--- src/adc_ctrl_pkg.sv ---
// constants, register map and carrier types for the converter control block
// Behaviour
// each conversion yields one twelve-bit result
// align 0: high=D11..D4, low upper nibble=D3..D0
// align 1: high low nibble=D11..D8, low=D7..D0
// unused result bits always read zero
// converter disabled keeps both result registers unchanged
// conversion starts after start written high then low
// busy high from start until conversion completes
// converter works only while enable is set
// channel codes 3..7 route external inputs, others float
// source field decodes external, supply, amplifier, ground
// internal source disconnects external channel always
// conversion clock is system clock over two-power
// software enables amplifier whenever its output used
// bandgap amplifier input disconnects reference input pin
// software enables bandgap before selecting it
// analog pin loses digital function and pull-high
// unimplemented control bits ignore writes, read zero
// reference select: supply, reference pin, amplifier output
// completion raises the converter interrupt request
// both result bytes update together as busy clears
package adc_ctrl_pkg;

    // ==================== register map
    localparam logic [4:0] ADDR_RESULT_LOW = 5'h00;
    localparam logic [4:0] ADDR_RESULT_HIGH = 5'h04;
    localparam logic [4:0] ADDR_CONTROL_MAIN = 5'h08;
    localparam logic [4:0] ADDR_SOURCE_CLOCK = 5'h0c;
    localparam logic [4:0] ADDR_AMP_REFERENCE = 5'h10;
    localparam logic [4:0] ADDR_BANDGAP = 5'h14;

    // ==================== field positions
    localparam int BIT_START = 7;
    localparam int BIT_BUSY = 6;
    localparam int BIT_ENABLE = 5;
    localparam int BIT_ALIGN = 4;
    localparam int BIT_AMP_ENABLE = 7;
    localparam int BIT_AMP_INPUT = 4;

    // ==================== writable masks, reset values
    localparam logic [7:0] MASK_CONTROL_MAIN = 8'hbf;
    localparam logic [7:0] MASK_SOURCE_CLOCK = 8'hf7;
    localparam logic [7:0] MASK_AMP_REFERENCE = 8'h9f;
    localparam logic [7:0] MASK_BANDGAP = 8'h01;
    localparam logic [7:0] RESET_BYTE = 8'h00;
    localparam logic [11:0] RESET_RESULT = 12'h000;

    // ==================== codes
    localparam logic [3:0] CHAN_FIRST = 4'h3;
    localparam logic [3:0] CHAN_LAST = 4'h7;
    localparam int NUM_CHANNELS = 5;
    localparam logic [1:0] RESP_OKAY = 2'b00;
    localparam logic [1:0] RESP_SLVERR = 2'b10;

    // converter input choice
    typedef enum logic [2:0] {
        SRC_EXTERNAL = 3'h0,
        SRC_SUPPLY = 3'h1,
        SRC_SUPPLY_HALF = 3'h2,
        SRC_SUPPLY_QUARTER = 3'h3,
        SRC_AMP = 3'h4,
        SRC_AMP_HALF = 3'h5,
        SRC_AMP_QUARTER = 3'h6,
        SRC_GROUND = 3'h7
    } source_t;

    // reference choice
    typedef enum logic [1:0] {
        REF_SUPPLY = 2'h0,
        REF_PIN = 2'h1,
        REF_AMP = 2'h2
    } reference_t;

    // controls toward the analog front end
    typedef struct packed {
        source_t source;
        logic [NUM_CHANNELS-1:0] channel_connect;
        reference_t reference;
        logic ref_pin_connect;
        logic amp_enable;
        logic amp_from_bandgap;
        logic amp_ref_pin_connect;
        logic [1:0] gain;
        logic bandgap_enable;
        logic conv_power;
    } analog_ctrl_t;

    // interface to the converter core
    typedef struct packed {
        logic start;
        logic clock_tick;
    } core_req_t;

    typedef struct packed {
        logic done;
        logic [11:0] data;
    } core_resp_t;

endpackage

--- src/adc_control_registers.sv ---
// converter control registers with an AXI4-Lite slave port
`timescale 1ns/1ps
module adc_control_registers
    import adc_ctrl_pkg::*;
#(
    parameter int DIV_BITS = 7
) (
    // clock and reset
    input wire logic aclk,
    input wire logic aresetn,
    // axi4-lite write address
    input wire logic [4:0] s_axi_awaddr,
    input wire logic s_axi_awvalid,
    output logic s_axi_awready,
    // axi4-lite write data
    input wire logic [31:0] s_axi_wdata,
    input wire logic [3:0] s_axi_wstrb,
    input wire logic s_axi_wvalid,
    output logic s_axi_wready,
    // axi4-lite write response
    output logic [1:0] s_axi_bresp,
    output logic s_axi_bvalid,
    input wire logic s_axi_bready,
    // axi4-lite read address
    input wire logic [4:0] s_axi_araddr,
    input wire logic s_axi_arvalid,
    output logic s_axi_arready,
    // axi4-lite read data
    output logic [31:0] s_axi_rdata,
    output logic [1:0] s_axi_rresp,
    output logic s_axi_rvalid,
    input wire logic s_axi_rready,
    // converter core
    output core_req_t core_req,
    input wire core_resp_t core_resp,
    // analog front end
    output analog_ctrl_t analog_ctrl,
    // pin sharing
    input wire logic [NUM_CHANNELS-1:0] pin_analog_mode,
    output logic [NUM_CHANNELS-1:0] pin_digital_off,
    output logic [NUM_CHANNELS-1:0] pin_pullup_off,
    // completion event
    output logic conv_done_irq
);

    // ==================== parameter check
    // the divider must reach the largest step of the clock field
    if (DIV_BITS != 7) begin : g_bad_div
        $error("DIV_BITS must equal the largest divide exponent");
    end

    if (CHAN_LAST - CHAN_FIRST + 1 != NUM_CHANNELS) begin : g_bad_chan
        $error("NUM_CHANNELS must match the routed channel codes");
    end

    // ==================== state
    typedef enum logic [2:0] {
        ST_IDLE = 3'b001,
        ST_ARMED = 3'b010,
        ST_BUSY = 3'b100
    } conv_state_t;

    conv_state_t state;
    conv_state_t next_state;

    logic [7:0] control_main;
    logic [7:0] source_clock;
    logic [7:0] amp_reference;
    logic [7:0] bandgap_control;
    logic [11:0] result;
    logic [DIV_BITS-1:0] div_count;

    logic aw_held;
    logic w_held;
    logic [4:0] aw_addr;
    logic [7:0] w_byte;
    logic w_lane;

    // ==================== field views
    wire logic conv_enable = control_main[BIT_ENABLE];
    wire logic start_bit = control_main[BIT_START];
    wire logic result_align_sel = control_main[BIT_ALIGN];
    wire logic [3:0] ext_channel_sel = control_main[3:0];

    wire logic [3:0] input_source_sel = source_clock[7:4];
    wire logic [2:0] conv_clock_div_sel = source_clock[2:0];

    wire logic gain_amp_enable = amp_reference[BIT_AMP_ENABLE];
    wire logic gain_amp_input_sel = amp_reference[BIT_AMP_INPUT];
    wire logic [1:0] reference_sel = amp_reference[3:2];
    wire logic [1:0] gain_sel = amp_reference[1:0];

    wire logic bandgap_enable = bandgap_control[0];

    wire logic conv_busy_flag = (state == ST_BUSY);

    // ==================== write path decode
    // a write lands only once address and data are both held, in either order
    wire logic do_write = aw_held && w_held && !s_axi_bvalid;
    wire logic wr_main = do_write && w_lane && (aw_addr == ADDR_CONTROL_MAIN);
    wire logic wr_source = do_write && w_lane && (aw_addr == ADDR_SOURCE_CLOCK);
    wire logic wr_amp = do_write && w_lane && (aw_addr == ADDR_AMP_REFERENCE);
    wire logic wr_bandgap = do_write && w_lane && (aw_addr == ADDR_BANDGAP);
    wire logic wr_mapped = (aw_addr == ADDR_RESULT_LOW)
        || (aw_addr == ADDR_RESULT_HIGH)
        || (aw_addr == ADDR_CONTROL_MAIN)
        || (aw_addr == ADDR_SOURCE_CLOCK)
        || (aw_addr == ADDR_AMP_REFERENCE)
        || (aw_addr == ADDR_BANDGAP);

    // unimplemented bits dropped on write
    wire logic [7:0] next_main_sw = w_byte & MASK_CONTROL_MAIN;
    wire logic [7:0] next_source = w_byte & MASK_SOURCE_CLOCK;
    wire logic [7:0] next_amp = w_byte & MASK_AMP_REFERENCE;
    wire logic [7:0] next_bandgap = w_byte & MASK_BANDGAP;

    // falling edge of start, written by software
    wire logic start_fall = wr_main && start_bit && !next_main_sw[BIT_START];
    wire logic start_rise = wr_main && !start_bit && next_main_sw[BIT_START];

    wire logic enable_after = wr_main ? next_main_sw[BIT_ENABLE] : conv_enable;

    // ==================== conversion sequence
    // a cleared enable aborts and a done result is then discarded
    wire logic conv_done = conv_busy_flag && conv_enable && core_resp.done;

    always_comb begin
        next_state = state;
        case (state)
            ST_IDLE: begin
                if (start_rise) begin
                    next_state = ST_ARMED;
                end
            end
            ST_ARMED: begin
                // high then low starts the conversion
                if (start_fall && enable_after) begin
                    next_state = ST_BUSY;
                end else if (start_fall) begin
                    next_state = ST_IDLE;
                end
            end
            ST_BUSY: begin
                // busy ends on completion
                if (conv_done || !enable_after) begin
                    next_state = ST_IDLE;
                end
            end
            default: begin
                next_state = ST_IDLE;
            end
        endcase
    end

    always_ff @(posedge aclk) begin
        if (!aresetn) begin
            state <= ST_IDLE;
        end else begin
            state <= next_state;
        end
    end

    // one start pulse as the busy phase opens
    wire logic enter_busy = (state == ST_ARMED) && (next_state == ST_BUSY);

    // ==================== result capture
    // one twelve-bit capture at busy clear, only when enabled
    always_ff @(posedge aclk) begin
        if (!aresetn) begin
            result <= RESET_RESULT;
        end else if (conv_done) begin
            // full twelve-bit word
            result <= core_resp.data;
        end
    end

    // ==================== conversion clock divider
    // tick every two-power cycles of the system clock
    wire logic [DIV_BITS-1:0] div_mask =
        DIV_BITS'((1 << conv_clock_div_sel) - 1);
    wire logic div_tick = ((div_count & div_mask) == div_mask);

    // the count restarts while disabled, so each enable opens a full divide period
    always_ff @(posedge aclk) begin
        if (!aresetn) begin
            div_count <= '0;
        end else if (conv_enable) begin
            div_count <= div_count + 1'b1;
        end else begin
            div_count <= '0;
        end
    end

    // ==================== software registers
    always_ff @(posedge aclk) begin
        if (!aresetn) begin
            control_main <= RESET_BYTE;
            source_clock <= RESET_BYTE;
            amp_reference <= RESET_BYTE;
            bandgap_control <= RESET_BYTE;
        end else begin
            if (wr_main) begin
                control_main <= next_main_sw;
            end
            if (wr_source) begin
                source_clock <= next_source;
            end
            if (wr_amp) begin
                amp_reference <= next_amp;
            end
            if (wr_bandgap) begin
                bandgap_control <= next_bandgap;
            end
        end
    end

    // ==================== axi write channel
    assign s_axi_awready = !aw_held && !s_axi_bvalid;
    assign s_axi_wready = !w_held && !s_axi_bvalid;

    always_ff @(posedge aclk) begin
        if (!aresetn) begin
            aw_held <= 1'b0;
            w_held <= 1'b0;
            aw_addr <= '0;
            w_byte <= RESET_BYTE;
            w_lane <= 1'b0;
            s_axi_bvalid <= 1'b0;
            s_axi_bresp <= RESP_OKAY;
        end else begin
            if (s_axi_awvalid && s_axi_awready) begin
                aw_held <= 1'b1;
                aw_addr <= s_axi_awaddr;
            end
            if (s_axi_wvalid && s_axi_wready) begin
                w_held <= 1'b1;
                w_byte <= s_axi_wdata[7:0];
                w_lane <= s_axi_wstrb[0];
            end
            if (do_write) begin
                aw_held <= 1'b0;
                w_held <= 1'b0;
                s_axi_bvalid <= 1'b1;
                s_axi_bresp <= wr_mapped ? RESP_OKAY : RESP_SLVERR;
            end else if (s_axi_bvalid && s_axi_bready) begin
                s_axi_bvalid <= 1'b0;
            end
        end
    end

    // ==================== read mux
    // alignment applied to the stored word
    wire logic [7:0] result_high_view = result_align_sel
        ? {4'h0, result[11:8]} : result[11:4];

    // unused positions forced to zero
    wire logic [7:0] result_low_view = result_align_sel
        ? result[7:0] : {result[3:0], 4'h0};

    wire logic [7:0] control_view =
        {control_main[7], conv_busy_flag, control_main[5:0]};

    logic [7:0] read_byte;
    logic read_hit;

    always_comb begin
        read_byte = RESET_BYTE;
        read_hit = 1'b1;
        case (s_axi_araddr)
            ADDR_RESULT_LOW: read_byte = result_low_view;
            ADDR_RESULT_HIGH: read_byte = result_high_view;
            ADDR_CONTROL_MAIN: read_byte = control_view;
            // unimplemented bits read zero
            ADDR_SOURCE_CLOCK: read_byte = source_clock & MASK_SOURCE_CLOCK;
            ADDR_AMP_REFERENCE: read_byte = amp_reference & MASK_AMP_REFERENCE;
            ADDR_BANDGAP: read_byte = bandgap_control & MASK_BANDGAP;
            default: read_hit = 1'b0;
        endcase
    end

    assign s_axi_arready = !s_axi_rvalid;

    always_ff @(posedge aclk) begin
        if (!aresetn) begin
            s_axi_rvalid <= 1'b0;
            s_axi_rdata <= '0;
            s_axi_rresp <= RESP_OKAY;
        end else if (s_axi_arvalid && s_axi_arready) begin
            s_axi_rvalid <= 1'b1;
            s_axi_rdata <= {24'h000000, read_byte};
            s_axi_rresp <= read_hit ? RESP_OKAY : RESP_SLVERR;
        end else if (s_axi_rvalid && s_axi_rready) begin
            s_axi_rvalid <= 1'b0;
        end
    end

    // ==================== analog routing
    // source decode
    logic [2:0] source_code;

    always_comb begin
        case (input_source_sel)
            4'h1: source_code = SRC_SUPPLY;
            4'h2: source_code = SRC_SUPPLY_HALF;
            4'h3: source_code = SRC_SUPPLY_QUARTER;
            4'h5: source_code = SRC_AMP;
            4'h6: source_code = SRC_AMP_HALF;
            4'h7: source_code = SRC_AMP_QUARTER;
            4'h8, 4'h9, 4'ha, 4'hb: source_code = SRC_GROUND;
            default: source_code = SRC_EXTERNAL;
        endcase
    end

    wire logic source_external = (source_code == SRC_EXTERNAL);

    wire logic chan_valid = (ext_channel_sel >= CHAN_FIRST)
        && (ext_channel_sel <= CHAN_LAST);
    wire logic [3:0] chan_index = ext_channel_sel - CHAN_FIRST;

    // one channel switch at most, none for internal sources
    logic [NUM_CHANNELS-1:0] next_connect;

    for (genvar i = 0; i < NUM_CHANNELS; i++) begin : g_chan
        assign next_connect[i] = source_external && chan_valid
            && (chan_index == 4'(i));
    end

    // reference decode
    wire reference_t ref_code = reference_sel[1]
        ? REF_AMP
        : (reference_sel[0] ? REF_PIN : REF_SUPPLY);

    // front-end controls are registered so switches never glitch on decode
    always_ff @(posedge aclk) begin
        if (!aresetn) begin
            analog_ctrl <= '0;
        end else begin
            analog_ctrl.source <= source_t'(source_code);
            analog_ctrl.channel_connect <= next_connect;
            analog_ctrl.reference <= ref_code;
            analog_ctrl.ref_pin_connect <= (ref_code == REF_PIN);
            analog_ctrl.amp_enable <= gain_amp_enable;
            analog_ctrl.amp_from_bandgap <= gain_amp_input_sel;
            // bandgap input cuts the reference input pin
            analog_ctrl.amp_ref_pin_connect <= !gain_amp_input_sel;
            analog_ctrl.gain <= gain_sel;
            analog_ctrl.bandgap_enable <= bandgap_enable;
            // converter powered only while enabled
            analog_ctrl.conv_power <= conv_enable;
        end
    end

    // ==================== core strobes and pins
    always_ff @(posedge aclk) begin
        if (!aresetn) begin
            core_req <= '0;
            conv_done_irq <= 1'b0;
            pin_digital_off <= '0;
            pin_pullup_off <= '0;
        end else begin
            core_req.start <= enter_busy;
            core_req.clock_tick <= conv_enable && div_tick;
            // request pulse on completion
            conv_done_irq <= conv_done;
            // analog pins drop digital role and pull-high
            pin_digital_off <= pin_analog_mode;
            pin_pullup_off <= pin_analog_mode;
        end
    end

endmodule

--- config.mk ---
export PLATFORM = sky130hd
export DESIGN_NAME = adc_control_registers
export DESIGN_NICKNAME = d
export VERILOG_FILES = /design/src/adc_ctrl_pkg.sv /design/src/adc_control_registers.sv
export SDC_FILE = /design/constraint.sdc
export NUM_CORES = 1
export LEC_CHECK = 0
export BUFFER_PORTS_ARGS = -buffer_cell sky130_fd_sc_hd__buf_2
export CAP_MARGIN = 15
export CORE_MARGIN = 4
export CORE_UTILIZATION = 42
export DETAILED_ROUTE_END_ITERATION = 12
export PLACE_DENSITY = 0.73
export SLEW_MARGIN = 20
export SYNTH_ARGS = -nofsm -noshare
export SYNTH_HDL_FRONTEND = slang
export SYNTH_SLANG_ARGS = --single-unit
--- constraint.sdc ---
create_clock -name aclk -period 5.15 [get_ports aclk]
set_input_delay 0.515 -clock aclk [delete_from_list [all_inputs] [get_ports aclk]]
set_output_delay 0.515 -clock aclk [all_outputs]
set_load 0.1 [all_outputs]
=== After elaboration in Yosys (flattened, before gate mapping) ===
Memories as Yosys holds them, arrays and structs flattened. A register that Yosys moved wholly into a read port is not among the register bits.
Cells that the tools add are included.

* $add $sub $neg: 3
* $lt $le $gt $ge: 2
* Equal/unequal tests: 20
* Shifts and indexed selects: 1
* Mux-type cells: 20
* Bitwise operators: 2
* Reductions and logical operators: 53

{| class="wikitable"
|+ Operators by type and width
! cell !! count
|-
| one-hot mux 8 bit (6 select lines) || 1
|-
| logical AND 1 bit || 30
|-
| == test 5 x 4 -> 1 bit (second input constant) || 4
|-
| == test 5 bit (second input constant) || 4
|-
| 2-to-1 mux 8 bit || 2
|-
| 2-to-1 mux 3 bit || 4
|-
| == test 5 x 3 -> 1 bit (second input constant) || 2
|-
| logical NOT 5 bit || 2
|-
| one-hot mux 3 bit (3 select lines) || 1
|-
| == test 4 x 2 -> 1 bit (second input constant) || 2
|-
| logical NOT 1 bit || 8
|-
| 2-to-1 mux 4 bit || 2
|-
| adder 7 x 1 -> 7 bit (second input constant) || 1
|-
| bitwise AND 7 bit || 1
|-
| == test 7 bit || 1
|-
| 2-to-1 mux 1 bit || 7
|-
| << shifter 1 x 3 -> 7 bit (first input constant) || 1
|-
| subtractor 7 x 2 -> 7 bit (second input constant) || 1
|-
| == test 3 bit (second input constant) || 2
|-
| logical OR 1 bit || 6
|-
| 2-to-1 mux 2 bit || 3
|-
| OR reduction 6 bit || 1
|-
| == test 4 x 1 -> 1 bit (second input constant) || 1
|-
| == test 4 x 3 -> 1 bit (second input constant) || 1
|-
| other kinds (12) || 13
|}

* Register bits after elaboration: 99
* Bits in read-only memories: 48
* Bits of input ports: 71
* Output and inout port bits: 72
* Memories: 1

{| class="wikitable"
|+ Memories
! name !! depth !! width !! rd ports !! clocked after memory_dff !! write ports !! RTL line !! RTL
|-
| (no name shown) || 16 || 3 || 1 || 1 || 0 || adc_control_registers.sv:302 || <nowiki>case (input_source_sel)</nowiki>
|}

=== Longest topological paths before layout ===
Gate-level depths: netlist of run 1.

* Word-level depth: 11
* Gate-level depth with buffers: 7

=== Least setup slack after synthesis of run 1 ===
OpenSTA, ideal clock, no wires.

* Path kind: reg-to-reg
* Start point: register s_axi_bvalid
* End point: register aw_addr[0]
* Data arrival time: 2.912 ns
* Required time: 5.034 ns
* Path slack: 2.122 ns
* Stages on the path, launching flop included: 6
* Path buffers: 1
* Clock period less this slack: 3.028 ns
* Cells stage by stage: dfxtp_1 > nor2_1 > and2_1 > clkbuf_1 > mux2i_1 > nor2b_1

* Cells in the longest elaborated chain, start to end: 3

{| class="wikitable"
|+ Ends and longest elaborated chain
! what !! RTL line !! RTL
|-
| from (decl) || adc_control_registers.sv:22 || <nowiki>output logic s_axi_bvalid,</nowiki>
|-
| from (signal assigned) || adc_control_registers.sv:228 || <nowiki>s_axi_bvalid <= 1'b0;</nowiki>
|-
| from (signal assigned) || adc_control_registers.sv:243 || <nowiki>s_axi_bvalid <= 1'b1;</nowiki>
|-
| from (signal assigned) || adc_control_registers.sv:246 || <nowiki>s_axi_bvalid <= 1'b0;</nowiki>
|-
| logical NOT 1 bit || adc_control_registers.sv:218 || <nowiki>assign s_axi_awready = !aw_held && !s_axi_bvalid;</nowiki>
|-
| logical AND 1 bit || adc_control_registers.sv:218 ||
|-
| via s_axi_awready || adc_control_registers.sv:14 || <nowiki>output logic s_axi_awready,</nowiki>
|-
| logical AND 1 bit || adc_control_registers.sv:231 || <nowiki>if (s_axi_awvalid && s_axi_awready) begin</nowiki>
|-
| to (signal assigned) || adc_control_registers.sv:233 || <nowiki>aw_addr <= s_axi_awaddr;</nowiki>
|-
| to (decl) || adc_control_registers.sv:75 || <nowiki>logic [4:0] aw_addr;</nowiki>
|}

The timed path passes the listed nets, and every way through them passes these cells.
A chain may end at the register's enable or synchronous reset.

=== Worst setup path in the final report of run 1 ===
* Start point: register s_axi_bvalid
* End point: register source_code[2] (netlist name)

* Cells in the longest elaborated chain, start to end: 6

{| class="wikitable"
|+ Ends and longest elaborated chain
! what !! RTL line !! RTL
|-
| logical NOT 1 bit || adc_control_registers.sv:99 || <nowiki>wire logic do_write = aw_held && w_held && !s_axi_bvalid;</nowiki>
|-
| logical AND 1 bit || adc_control_registers.sv:99 ||
|-
| logical AND 1 bit (2 in series) || adc_control_registers.sv:101 || <nowiki>wire logic wr_source = do_write && w_lane && (aw_addr == ADDR_SOURCE_CLOCK);</nowiki>
|-
| 2-to-1 mux 4 bit (no line) (2 in series) || n/a ||
|}

No other way between the ends.

==> run_results.csv, run 1 <==
group,metric,value,unit
worst_setup_path,worstPathRequired,5.45,ns
route,wl_per_cell,13.87,um
worst_setup_path,crit_family,"simple AND/OR/NAND/NOR gates",
worst_setup_path,crit_chain,"nand3b_4 -> nor4_4 -> mux2i_1 -> o211ai_1 -> o21ai_1",
pwr,p_leak,2.111,nW
synthesis,yosysWarnings,0,
synthesis,yosysTopAreaCell,"dfxtp_1",
synthesis,ys_top_cells_by_count,"dfxtp_1 (99), nand2_1 (68), mux2i_1 (33)",
run,max_cap_viol_count,0,
sta,max_freq,0.4762,GHz
pwr,peakVddDrop,0.1636,mV
worst_setup_path,crit_path_start_kind,"flop",
route,viasPerCell,4.987,
floorplanning,io_pins,143,
sta,relSlewSlack,43.93,%
layout,fillers,955,
clock_tree,clock_sinks,99,
synthesis,synth_cell_types,59,
sta,rsz0062_at_grt,"false",
synthesis,async_flop_share,0,%
route,drc_errors,0,
synthesis,yosys.cell_count.top_type,"dfxtp_1",
hold_path,min_path_type,"input port to flop",
synthesis,synth.yosys.seq_area_share,45.77,%
global_route,grt-ovfl-total,0,
floorplanning,die_area,12000,um^2
sta,setup-violations-final,0,
sta,hold_viol_final,0,
sta,worst_pin_slew,0.8411,ns
outcome,outcome,"complete, no violations",
synthesis,ys_ff_latch,99,
floorplanning,die_w,109.5,um
synthesis,syn_inst,469,
route,via_count,3391,
placement,gp_congestion,0.8251,
clock_tree,postCtsSetupBuffers,0,
clock_tree,clk_pin_slew,0.09,ns
worst_setup_path,slowest_stage,"nor4_4",
sta,period_share,40.78,%
layout,multiInputGateArea,2096,um^2
layout,synthToLayoutAreaGrowth,13.87,%
global_route,grt_usage,15.95,%
sta,slew_viol_final,0,
pwr,p_per_area,315.3,nW/um^2
global_route,grt_pass1_wl,14900,um
clock_tree,cts_hold_buffers,0,
route,drtIter0Drc,140,
synthesis,synth.top_cell.area_share,45.77,%
clock_tree,cts_inserted_buffers,9,
synthesis,synth_area_leaders,"dfxtp_1 (46%), mux2i_1 (7.6%), nand2_1 (5.9%)",
worst_setup_path,critPathKind,"flop to flop",
worst_setup_path,cp_max_fo,9,
route,dr.pass1.iters,4,
pwr,finalPower,1.555,mW
sta,finClkSkew,0.006220,ns
floorplanning,die_h,109.5,um
route,wl,9433,um
global_route,grt_antenna_before_repair,0,
layout,drive_gt1_share,22.49,%
synthesis,synth_edf_count,0,
worst_setup_path,reg2reg_slack,3.05,ns
worst_setup_path,cp-end-kind,"flop",
global_route,grt_max_degree,62,
clock_tree,tritoncts,"yes",
worst_setup_path,critPathArrivalTime,2.40,ns
floorplanning,start_util,43.70,%
clock_tree,ctsResizeCount,0,
floorplanning,rows,36,
worst_setup_path,cpPeakStageDelay,0.66,ns
layout,n_antenna_cell,0,
placement,portBuffers,89,
sta,fin_crit,2.100,ns
clock_tree,clockRootBuffer,"clkbuf_8",
synthesis,ys.flop_type,"dfxtp_1",
global_route,grt_pass1_vias,3120,
route,ant_nets,0,
worst_setup_path,critPathBufInv,0,
synthesis,syn_area,4330,um^2
placement,dp_hpwl,6997,um
layout,seq_area,1982,um^2
clock_tree,clockBufferDepth,2,
synthesis,syn_avg_cell_area,9.233,um^2
clock_tree,clk_latency,0.36,ns
clock_tree,cts.htree.levels,3,
layout,finalNetCount,614,
sta,fin_tns_setup,0,ns
floorplanning,core_area,9910,um^2
[where the power goes]
part	switching [mW]	total (mW)	internal [mW]
combinational	0.192	0.236	0.0440
sequential	0.0123	0.791	0.778
clock	0.257	0.528	0.271
[metal layers]
metal / vias up / GRT usage [%] / share of wire (%)
met5: - / 0 / 0
met2: 89 / 25.81 / 49
met4: 0 / 6.679 / 2.2
met1: 1604 / 19.77 / 42
met3: 12 / 4.756 / 6.5
li1: 1686 / - / -
[cell type report]
cell class                      count  share of cell area (%)
Inverter                            5                  0.3806
Clock buffer                       10                   2.588
Multi-Input combinational cell    336                   42.50
Sequential cell                    99                   40.19
Clock inverter                      6                   1.624
Tap cell                          133                   3.375
Timing Repair Buffer               91                   9.338
[metrics by stage]
step                area, um^2  cells  utilization (%)  setup WS, ns  hold slack [ns]
floorplan                 4424    494                -         2.122           0.4217
global placement          4723    664            47.66         2.928           0.4369
detailed placement        4723    664            47.66         2.837           0.4508
CTS                       4931    680            49.76         3.004           0.3458
global route              4931    680            49.76         2.861           0.3560
finish                    4931    680            49.76         3.050           0.3550
[placed cells by master, fill, tap and decap left out, drive strengths merged, types with 4 or more instances in the layout]
cell type,synthesis,routed
mux2,7,7
nor2,20,20
clkbuf,16,10
nand3,9,9
nor3b,4,4
a21oi,12,12
nand2,68,68
a21boi,20,20
nor2b,32,32
dfxtp,99,99
a22oi,4,4
conb,1,26
or3,4,4
buf,38,91
and2,21,21
o21ai,18,18
o211ai,4,4
inv,5,5
clkinv,0,4
nor3,5,5
mux2i,33,33
nand2b,5,5
[cell families (layout without fill, tap and decap cells)]
logic type               after synthesis  after routing  synth area share, %
other                                  1             26              0.08660
AND/OR/NAND/NOR                      186            186                22.97
multiplexers                          40             40                9.535
adder cells (fa/ha/maj)                1              1               0.2889
AO/OA/AOI/OAI                         77             77                12.14
buffers and inverters                 59            112                8.003
flip-flops                            99             99                45.77
XOR/XNOR                               6              6                1.214
[registers in the layout (all words and copies together), names as in the netlist, 2 cells and up]
name and flops:
control_main 7, div_count 7, source_code 3, result 12, amp_reference 6, aw_addr 5, state 3, source_clock 7
s_axi_rdata 8, core_req 2, pin_pullup_off 5, analog_ctrl 17, w_byte 8
[worst reg2reg max path, cell delays in order (launching register included)]
cell and delay, ns:
dfxtp_1 0.37, nand3b_4 0.24, nor4_4 0.66, mux2i_1 0.52
o211ai_1 0.17, o21ai_1 0.09
[final timing paths]
path                             startpoint                           end  cells past startpoint
setup / recovery  s_axi_bvalid$_SDFFE_PN0P_        source_code[2]$_DFF_P_                      5
hold / removal           pin_analog_mode[0]  pin_pullup_off[0]$_SDFF_PN0_                      2
setup reg to reg  s_axi_bvalid$_SDFFE_PN0P_        source_code[2]$_DFF_P_                      5
hold reg to reg     result[11]$_SDFFE_PN0P_       result[11]$_SDFFE_PN0P_                      2
Power figures use the tool's default switching activity.
==> run 2: changes to the inputs <==
- clock period: 5.15 -> 2 ns (I/O delays scaled with it)
==> run_results.csv, run 2 (synthesis gave the netlist of run 1 again) <==
group,metric,value,unit
outcome,outcome,"complete, no violations",
pwr,p_per_area,811.7,nW/um^2
clock_tree,clockBufferDepth,2,
layout,largestRegisters,"analog_ctrl x17, result x12",
sta,setup-violations-final,0,
layout,largest_reg_flops,17,
sta,rsz0062_at_grt,"false",
sta,slew_viol_final,0,
route,via_count,3368,
clock_tree,clockRootBuffer,"clkbuf_8",
layout,top_register,"analog_ctrl",
pwr,p_switching,1.209,mW
worst_setup_path,slowest_stage,"or4b_1",
pwr,intPower,2.866,mW
pwr,finalPower,4.074,mW
layout,finalNetCount,620,
route,drtIter0Drc,163,
sta,fin_crit,1.908,ns
global_route,grt_antenna_before_repair,0,
global_route,grt_pass1_wl,14680,um
clock_tree,cts_hold_buffers,0,
route,wl_per_cell,13.67,um
route,wl,9381,um
worst_setup_path,worstPathRequired,2.26,ns
clock_tree,clk_pin_slew,0.09,ns
floorplanning,io_pins,143,
floorplanning,die_h,109.5,um
sta,fin_tns_setup,0,ns
global_route,grt-ovfl-total,0,
clock_tree,tritoncts,"yes",
clock_tree,clk_latency,0.37,ns
route,drc_errors,0,
pwr,p_sw_share,29.67,%
clock_tree,clock_sinks,99,
worst_setup_path,cp-end-kind,"flop",
worst_setup_path,cp_max_fo,5,
layout,fillers,967,
sta,max_freq,0.5241,GHz
layout,n_antenna_cell,0,
sta,worst_pin_slew,0.5171,ns
sta,relSlewSlack,65.27,%
sta,hold_viol_final,0,
global_route,grt_usage,15.44,%
pwr,share_comb_of_total_power,15.2,%
global_route,grt_max_degree,25,
worst_setup_path,crit_path_start_kind,"flop",
hold_path,min_path_type,"input port to flop",
placement,dp_hpwl,7171,um
layout,fin_cells,686,
clock_tree,cts_inserted_buffers,9,
floorplanning,start_util,43.70,%
sta,finClkSkew,0.01203,ns
floorplanning,core_area,9910,um^2
worst_setup_path,crit_chain,"or4b_1 -> or3_1 -> mux2i_1 -> a211o_1",
floorplanning,die_w,109.5,um
layout,final_common_cell,"dfxtp_1",
global_route,grt_pass1_vias,3116,
route,ant_nets,0,
run,max_cap_viol_count,0,
clock_tree,cts.htree.levels,3,
pwr,seq_power_share,50.1,%
floorplanning,rows,36,
pwr,peakVddDrop,0.3356,mV
floorplanning,die_area,12000,um^2
worst_setup_path,critPathArrivalTime,2.16,ns
sta,period_share,95.39,%
layout,fin_area,5020,um^2
worst_setup_path,cpPeakStageDelay,0.55,ns
placement,gp_congestion,0.8546,
route,dr.pass1.iters,4,
layout,drive_gt1_share,24.59,%
layout,synthToLayoutAreaGrowth,15.92,%
pwr,p_leak,2.146,nW
clock_tree,postCtsSetupBuffers,0,
route,viasPerCell,4.910,
placement,place_area,4793,um^2
placement,place_inst,670,
placement,portBuffers,89,
layout,final_cell_mix,"dfxtp_1 (97), buf_2 (89), nand2_1 (68)",
pwr,p_clk_share,34.7,%
worst_setup_path,critPathKind,"flop to flop",
## run 2: changes by cell type in the layout (fill, tap and decap cells not counted), sizes merged
cell	before	now
inv	5	4
clkinv	4	2
clkbuf	10	12
clkinvlp	0	1
buf	91	97
## run 2: what timing repair did
action,in CTS,in global routing
hold endpoints to repair,0,0
endpoints found under the setup margin,0,2
gates resized for setup,0,2
## run 2: final cells by class
type | count | area (um^2) | area share (%)
multi-input combinational | 336 | 2120 | 42.22
sequential | 99 | 1987 | 39.58
timing repair buffer | 97 | 505.5 | 10.07
tap | 133 | 166.4 | 3.315
clock buffer | 12 | 145.1 | 2.891
clock inverter | 4 | 73.82 | 1.471
inverter | 5 | 22.52 | 0.4487
## run 2: worst paths after layout
path	from	to	slack, ns	depth (start not counted)
min	pin_analog_mode[0]	pin_pullup_off[0]$_SDFF_PN0_	0.03	2
max	aw_addr[0]$_SDFFE_PN0P_	state[0]$_SDFF_PN1_	0.09	4
max reg2reg	aw_addr[0]$_SDFFE_PN0P_	state[0]$_SDFF_PN1_	0.09	4
min reg2reg	div_count[0]$_SDFF_PN0_	div_count[0]$_SDFF_PN0_	0.47	1
## run 2: power by group through the flow
stage | registers [mW] | logic (mW) | clock network, mW
2_1_floorplan | 2.16 | 0.487 | 0
3_3_place_gp | 2.08 | 0.611 | 0
3_5_place_dp | 2.09 | 0.618 | 0
4_1_cts | 2.04 | 0.619 | 1.44
5_1_grt | 2.05 | 0.648 | 1.51
6_report | 2.04 | 0.619 | 1.42
## run 2: through the flow
stage	utilization, %	worst slack (ns)	hold WS [ns]
6_report	50.66	0.09211	0.03069
5_1_grt	50.66	0.02668	0.02184
4_1_cts	50.58	0.08217	0.02985
3_5_place_dp	48.37	0.1007	0.4109
3_3_place_gp	48.37	0.1372	0.4056
2_1_floorplan	-	0.03068	0.3273
## run 2: layer usage
layer / vias to the layer above / routed length (um) / track usage (%)
met4: 0 / 203 / 4.898
met3: 14 / 620 / 3.876
met1: 1558 / 4125 / 19.45
li1: 1689 / - / -
met5: - / 0 / 0
met2: 107 / 4431 / 25.89
## run 2: critical path: cells and delay by family, from the launching register on
family	cells	cell delay (ns)
AND/OR/NAND/NOR	2	1.01
flip-flops	1	0.32
AO/OA/AOI/OAI	1	0.28
multiplexers	1	0.18
==> run 3: changes to the inputs <==
- ABC_AREA: not set -> 0
- CORE_ASPECT_RATIO: not set -> 1.2
==> run_results.csv, run 3 (synthesis gave the netlist of run 1 again) <==
group,metric,value,unit
floorplanning,rows,40,
sta,period_share,93.66,%
floorplanning,io_pins,143,
clock_tree,tritoncts,"yes",
pwr,intPower,3.118,mW
route,wl_per_cell,13.79,um
clock_tree,clock_sinks,99,
sta,hold_viol_final,0,
worst_setup_path,critPathArrivalTime,2.15,ns
layout,top_register,"analog_ctrl",
pwr,peakVddDrop,0.3975,mV
layout,finalNetCount,620,
pwr,share_comb_of_total_power,14.2,%
placement,place_inst,663,
layout,final_common_cell,"dfxtp_1",
pwr,p_switching,1.224,mW
clock_tree,cts_inserted_buffers,9,
outcome,outcome,"complete, no violations",
sta,max_freq,0.5339,GHz
route,wl,9333,um
worst_setup_path,crit_path_start_kind,"flop",
route,ant_nets,0,
sta,rsz0062_at_grt,"true",
worst_setup_path,crit_end,"source_code[1]$_DFF_P_",
global_route,grt_usage,15.71,%
floorplanning,start_util,43.05,%
worst_setup_path,cp_max_fo,5,
hold_path,min_path_cells,2,
worst_setup_path,reg2reg_slack,0.13,ns
placement,portBuffers,89,
clock_tree,cts.htree.levels,3,
floorplanning,die_area,12010,um^2
worst_setup_path,regToRegEndpoint,"source_code[1]$_DFF_P_",
global_route,grt_pass1_vias,3258,
worst_setup_path,cpPeakStageDelay,0.50,ns
pwr,p_clk_share,38.7,%
layout,fin_cells,677,
layout,final_cell_mix,"dfxtp_1 (97), buf_2 (89), nand2_1 (68)",
clock_tree,clockBufferDepth,2,
worst_setup_path,slowest_stage,"nor4_4",
floorplanning,core_area,10060,um^2
sta,finClkSkew,0.006277,ns
pwr,p_leak,2.174,nW
layout,n_antenna_cell,0,
global_route,grt_pass1_wl,15140,um
sta,hold_slack,0.06635,ns
worst_setup_path,critPathKind,"flop to flop",
global_route,grt-ovfl-total,0,
clock_tree,clockRootBuffer,"clkbuf_16",
layout,fin_util,50.45,%
sta,relSlewSlack,63.11,%
worst_setup_path,crit_chain,"or2_1 -> nor4_4 -> mux2i_2 -> nand2_1 -> a21oi_1",
sta,worst_pin_slew,0.5492,ns
route,dr.pass1.iters,4,
worst_setup_path,startpoint,"aw_addr[0]$_SDFFE_PN0P_",
worst_setup_path,r2r_start,"aw_addr[0]$_SDFFE_PN0P_",
run,max_cap_viol_count,0,
pwr,p_per_area,855.6,nW/um^2
layout,drive_gt1_share,24.32,%
global_route,grt_max_degree,28,
route,drtIter0Drc,154,
layout,largestRegisters,"analog_ctrl x17, result x12",
layout,synthToLayoutAreaGrowth,17.19,%
route,viasPerCell,4.913,
layout,fin_area,5075,um^2
worst_setup_path,r2r_cells,5,
floorplanning,die_h,119.2,um
clock_tree,clk_pin_slew,0.06,ns
sta,setup-violations-final,0,
clock_tree,clk_latency,0.34,ns
sta,fin_crit,1.873,ns
hold_path,min_path_type,"input port to flop",
placement,dp_hpwl,7198,um
pwr,finalPower,4.342,mW
layout,fillers,968,
pwr,seq_power_share,47.1,%
floorplanning,die_w,100.7,um
global_route,grt_antenna_before_repair,0,
worst_setup_path,worstPathRequired,2.27,ns
pwr,p_sw_share,28.19,%
worst_setup_path,cp-end-kind,"flop",
route,drc_errors,0,
clock_tree,postCtsSetupBuffers,0,
sta,slew_viol_final,0,
placement,place_area,4785,um^2
route,via_count,3326,
layout,largest_reg_flops,17,
placement,gp_congestion,0.8891,
[run 3: changes by cell type in the layout (fill, tap and decap cells not counted), sizes merged]
cell    previous run  this run
clkinv             2         0
bufinv             2         1
inv                4         5
[run 3: final cells by class]
type	count	area, um^2	area share (%)
clock buffers	12	246.5	4.857
clock inverters	2	36.28	0.7150
inverters	5	22.52	0.4438
multi-input cells	336	2120	41.77
flip-flops and latches	99	1987	39.15
well taps	126	157.7	3.107
repair buffers	97	505.5	9.961
[run 3: layer usage]
layer / up-vias / global-route usage [%] / wire length (um) / part of all wire, %
met5: - / 0 / 0 / 0
met4: 0 / 6.908 / 215 / 2.3
met3: 18 / 2.929 / 458 / 4.9
met2: 81 / 28.29 / 4888 / 52
met1: 1535 / 17.60 / 3770 / 40
li1: 1692 / - / - / -
[run 3: power groups by stage]
stage / logic, mW / clock network, mW / registers, mW
after floorplan: 0.487 / 0 / 2.16
after global placement: 0.612 / 0 / 2.09
after detailed placement: 0.617 / 0 / 2.09
after CTS: 0.617 / 1.71 / 2.04
after global routing: 0.645 / 1.80 / 2.05
final: 0.616 / 1.68 / 2.04
[run 3: critical path, delay by kind of cell (launching register included)]
kind	cells	cell delay (ns)
and+or+nand+nor	3	0.89
DFF	1	0.32
AOI/OAI and AO/OA	1	0.14
muxes	1	0.44
[run 3: through the flow]
stage | worst slack [ns] | TNS (ns)
finish | 0.1268 | 0
global route | -0.01992 | -0.01992
CTS | 0.06200 | 0
detailed placement | 0.07676 | 0
global placement | 0.1471 | 0
floorplan | 0.03068 | 0
[run 3: timing repair]
| action | CTS | global route |
|---|---|---|
| gates resized for setup | 0 | 2 |
| setup endpoints to repair | 0 | 3 |
| hold buffers | 0 | 0 |
[run 3: how the worst min path moves through the flow]
| stage | from | endpoint |
|---|---|---|
| floorplan | pin_analog_mode[0] | pin_pullup_off[0]$_SDFF_PN0_ |
| global placement | pin_analog_mode[4] | pin_pullup_off[4]$_SDFF_PN0_ |
| detailed placement | pin_analog_mode[0] | pin_pullup_off[0]$_SDFF_PN0_ |
| CTS | pin_analog_mode[3] | pin_pullup_off[3]$_SDFF_PN0_ |
| global route | pin_analog_mode[0] | pin_pullup_off[0]$_SDFF_PN0_ |
| finish | pin_analog_mode[3] | pin_pullup_off[3]$_SDFF_PN0_ |
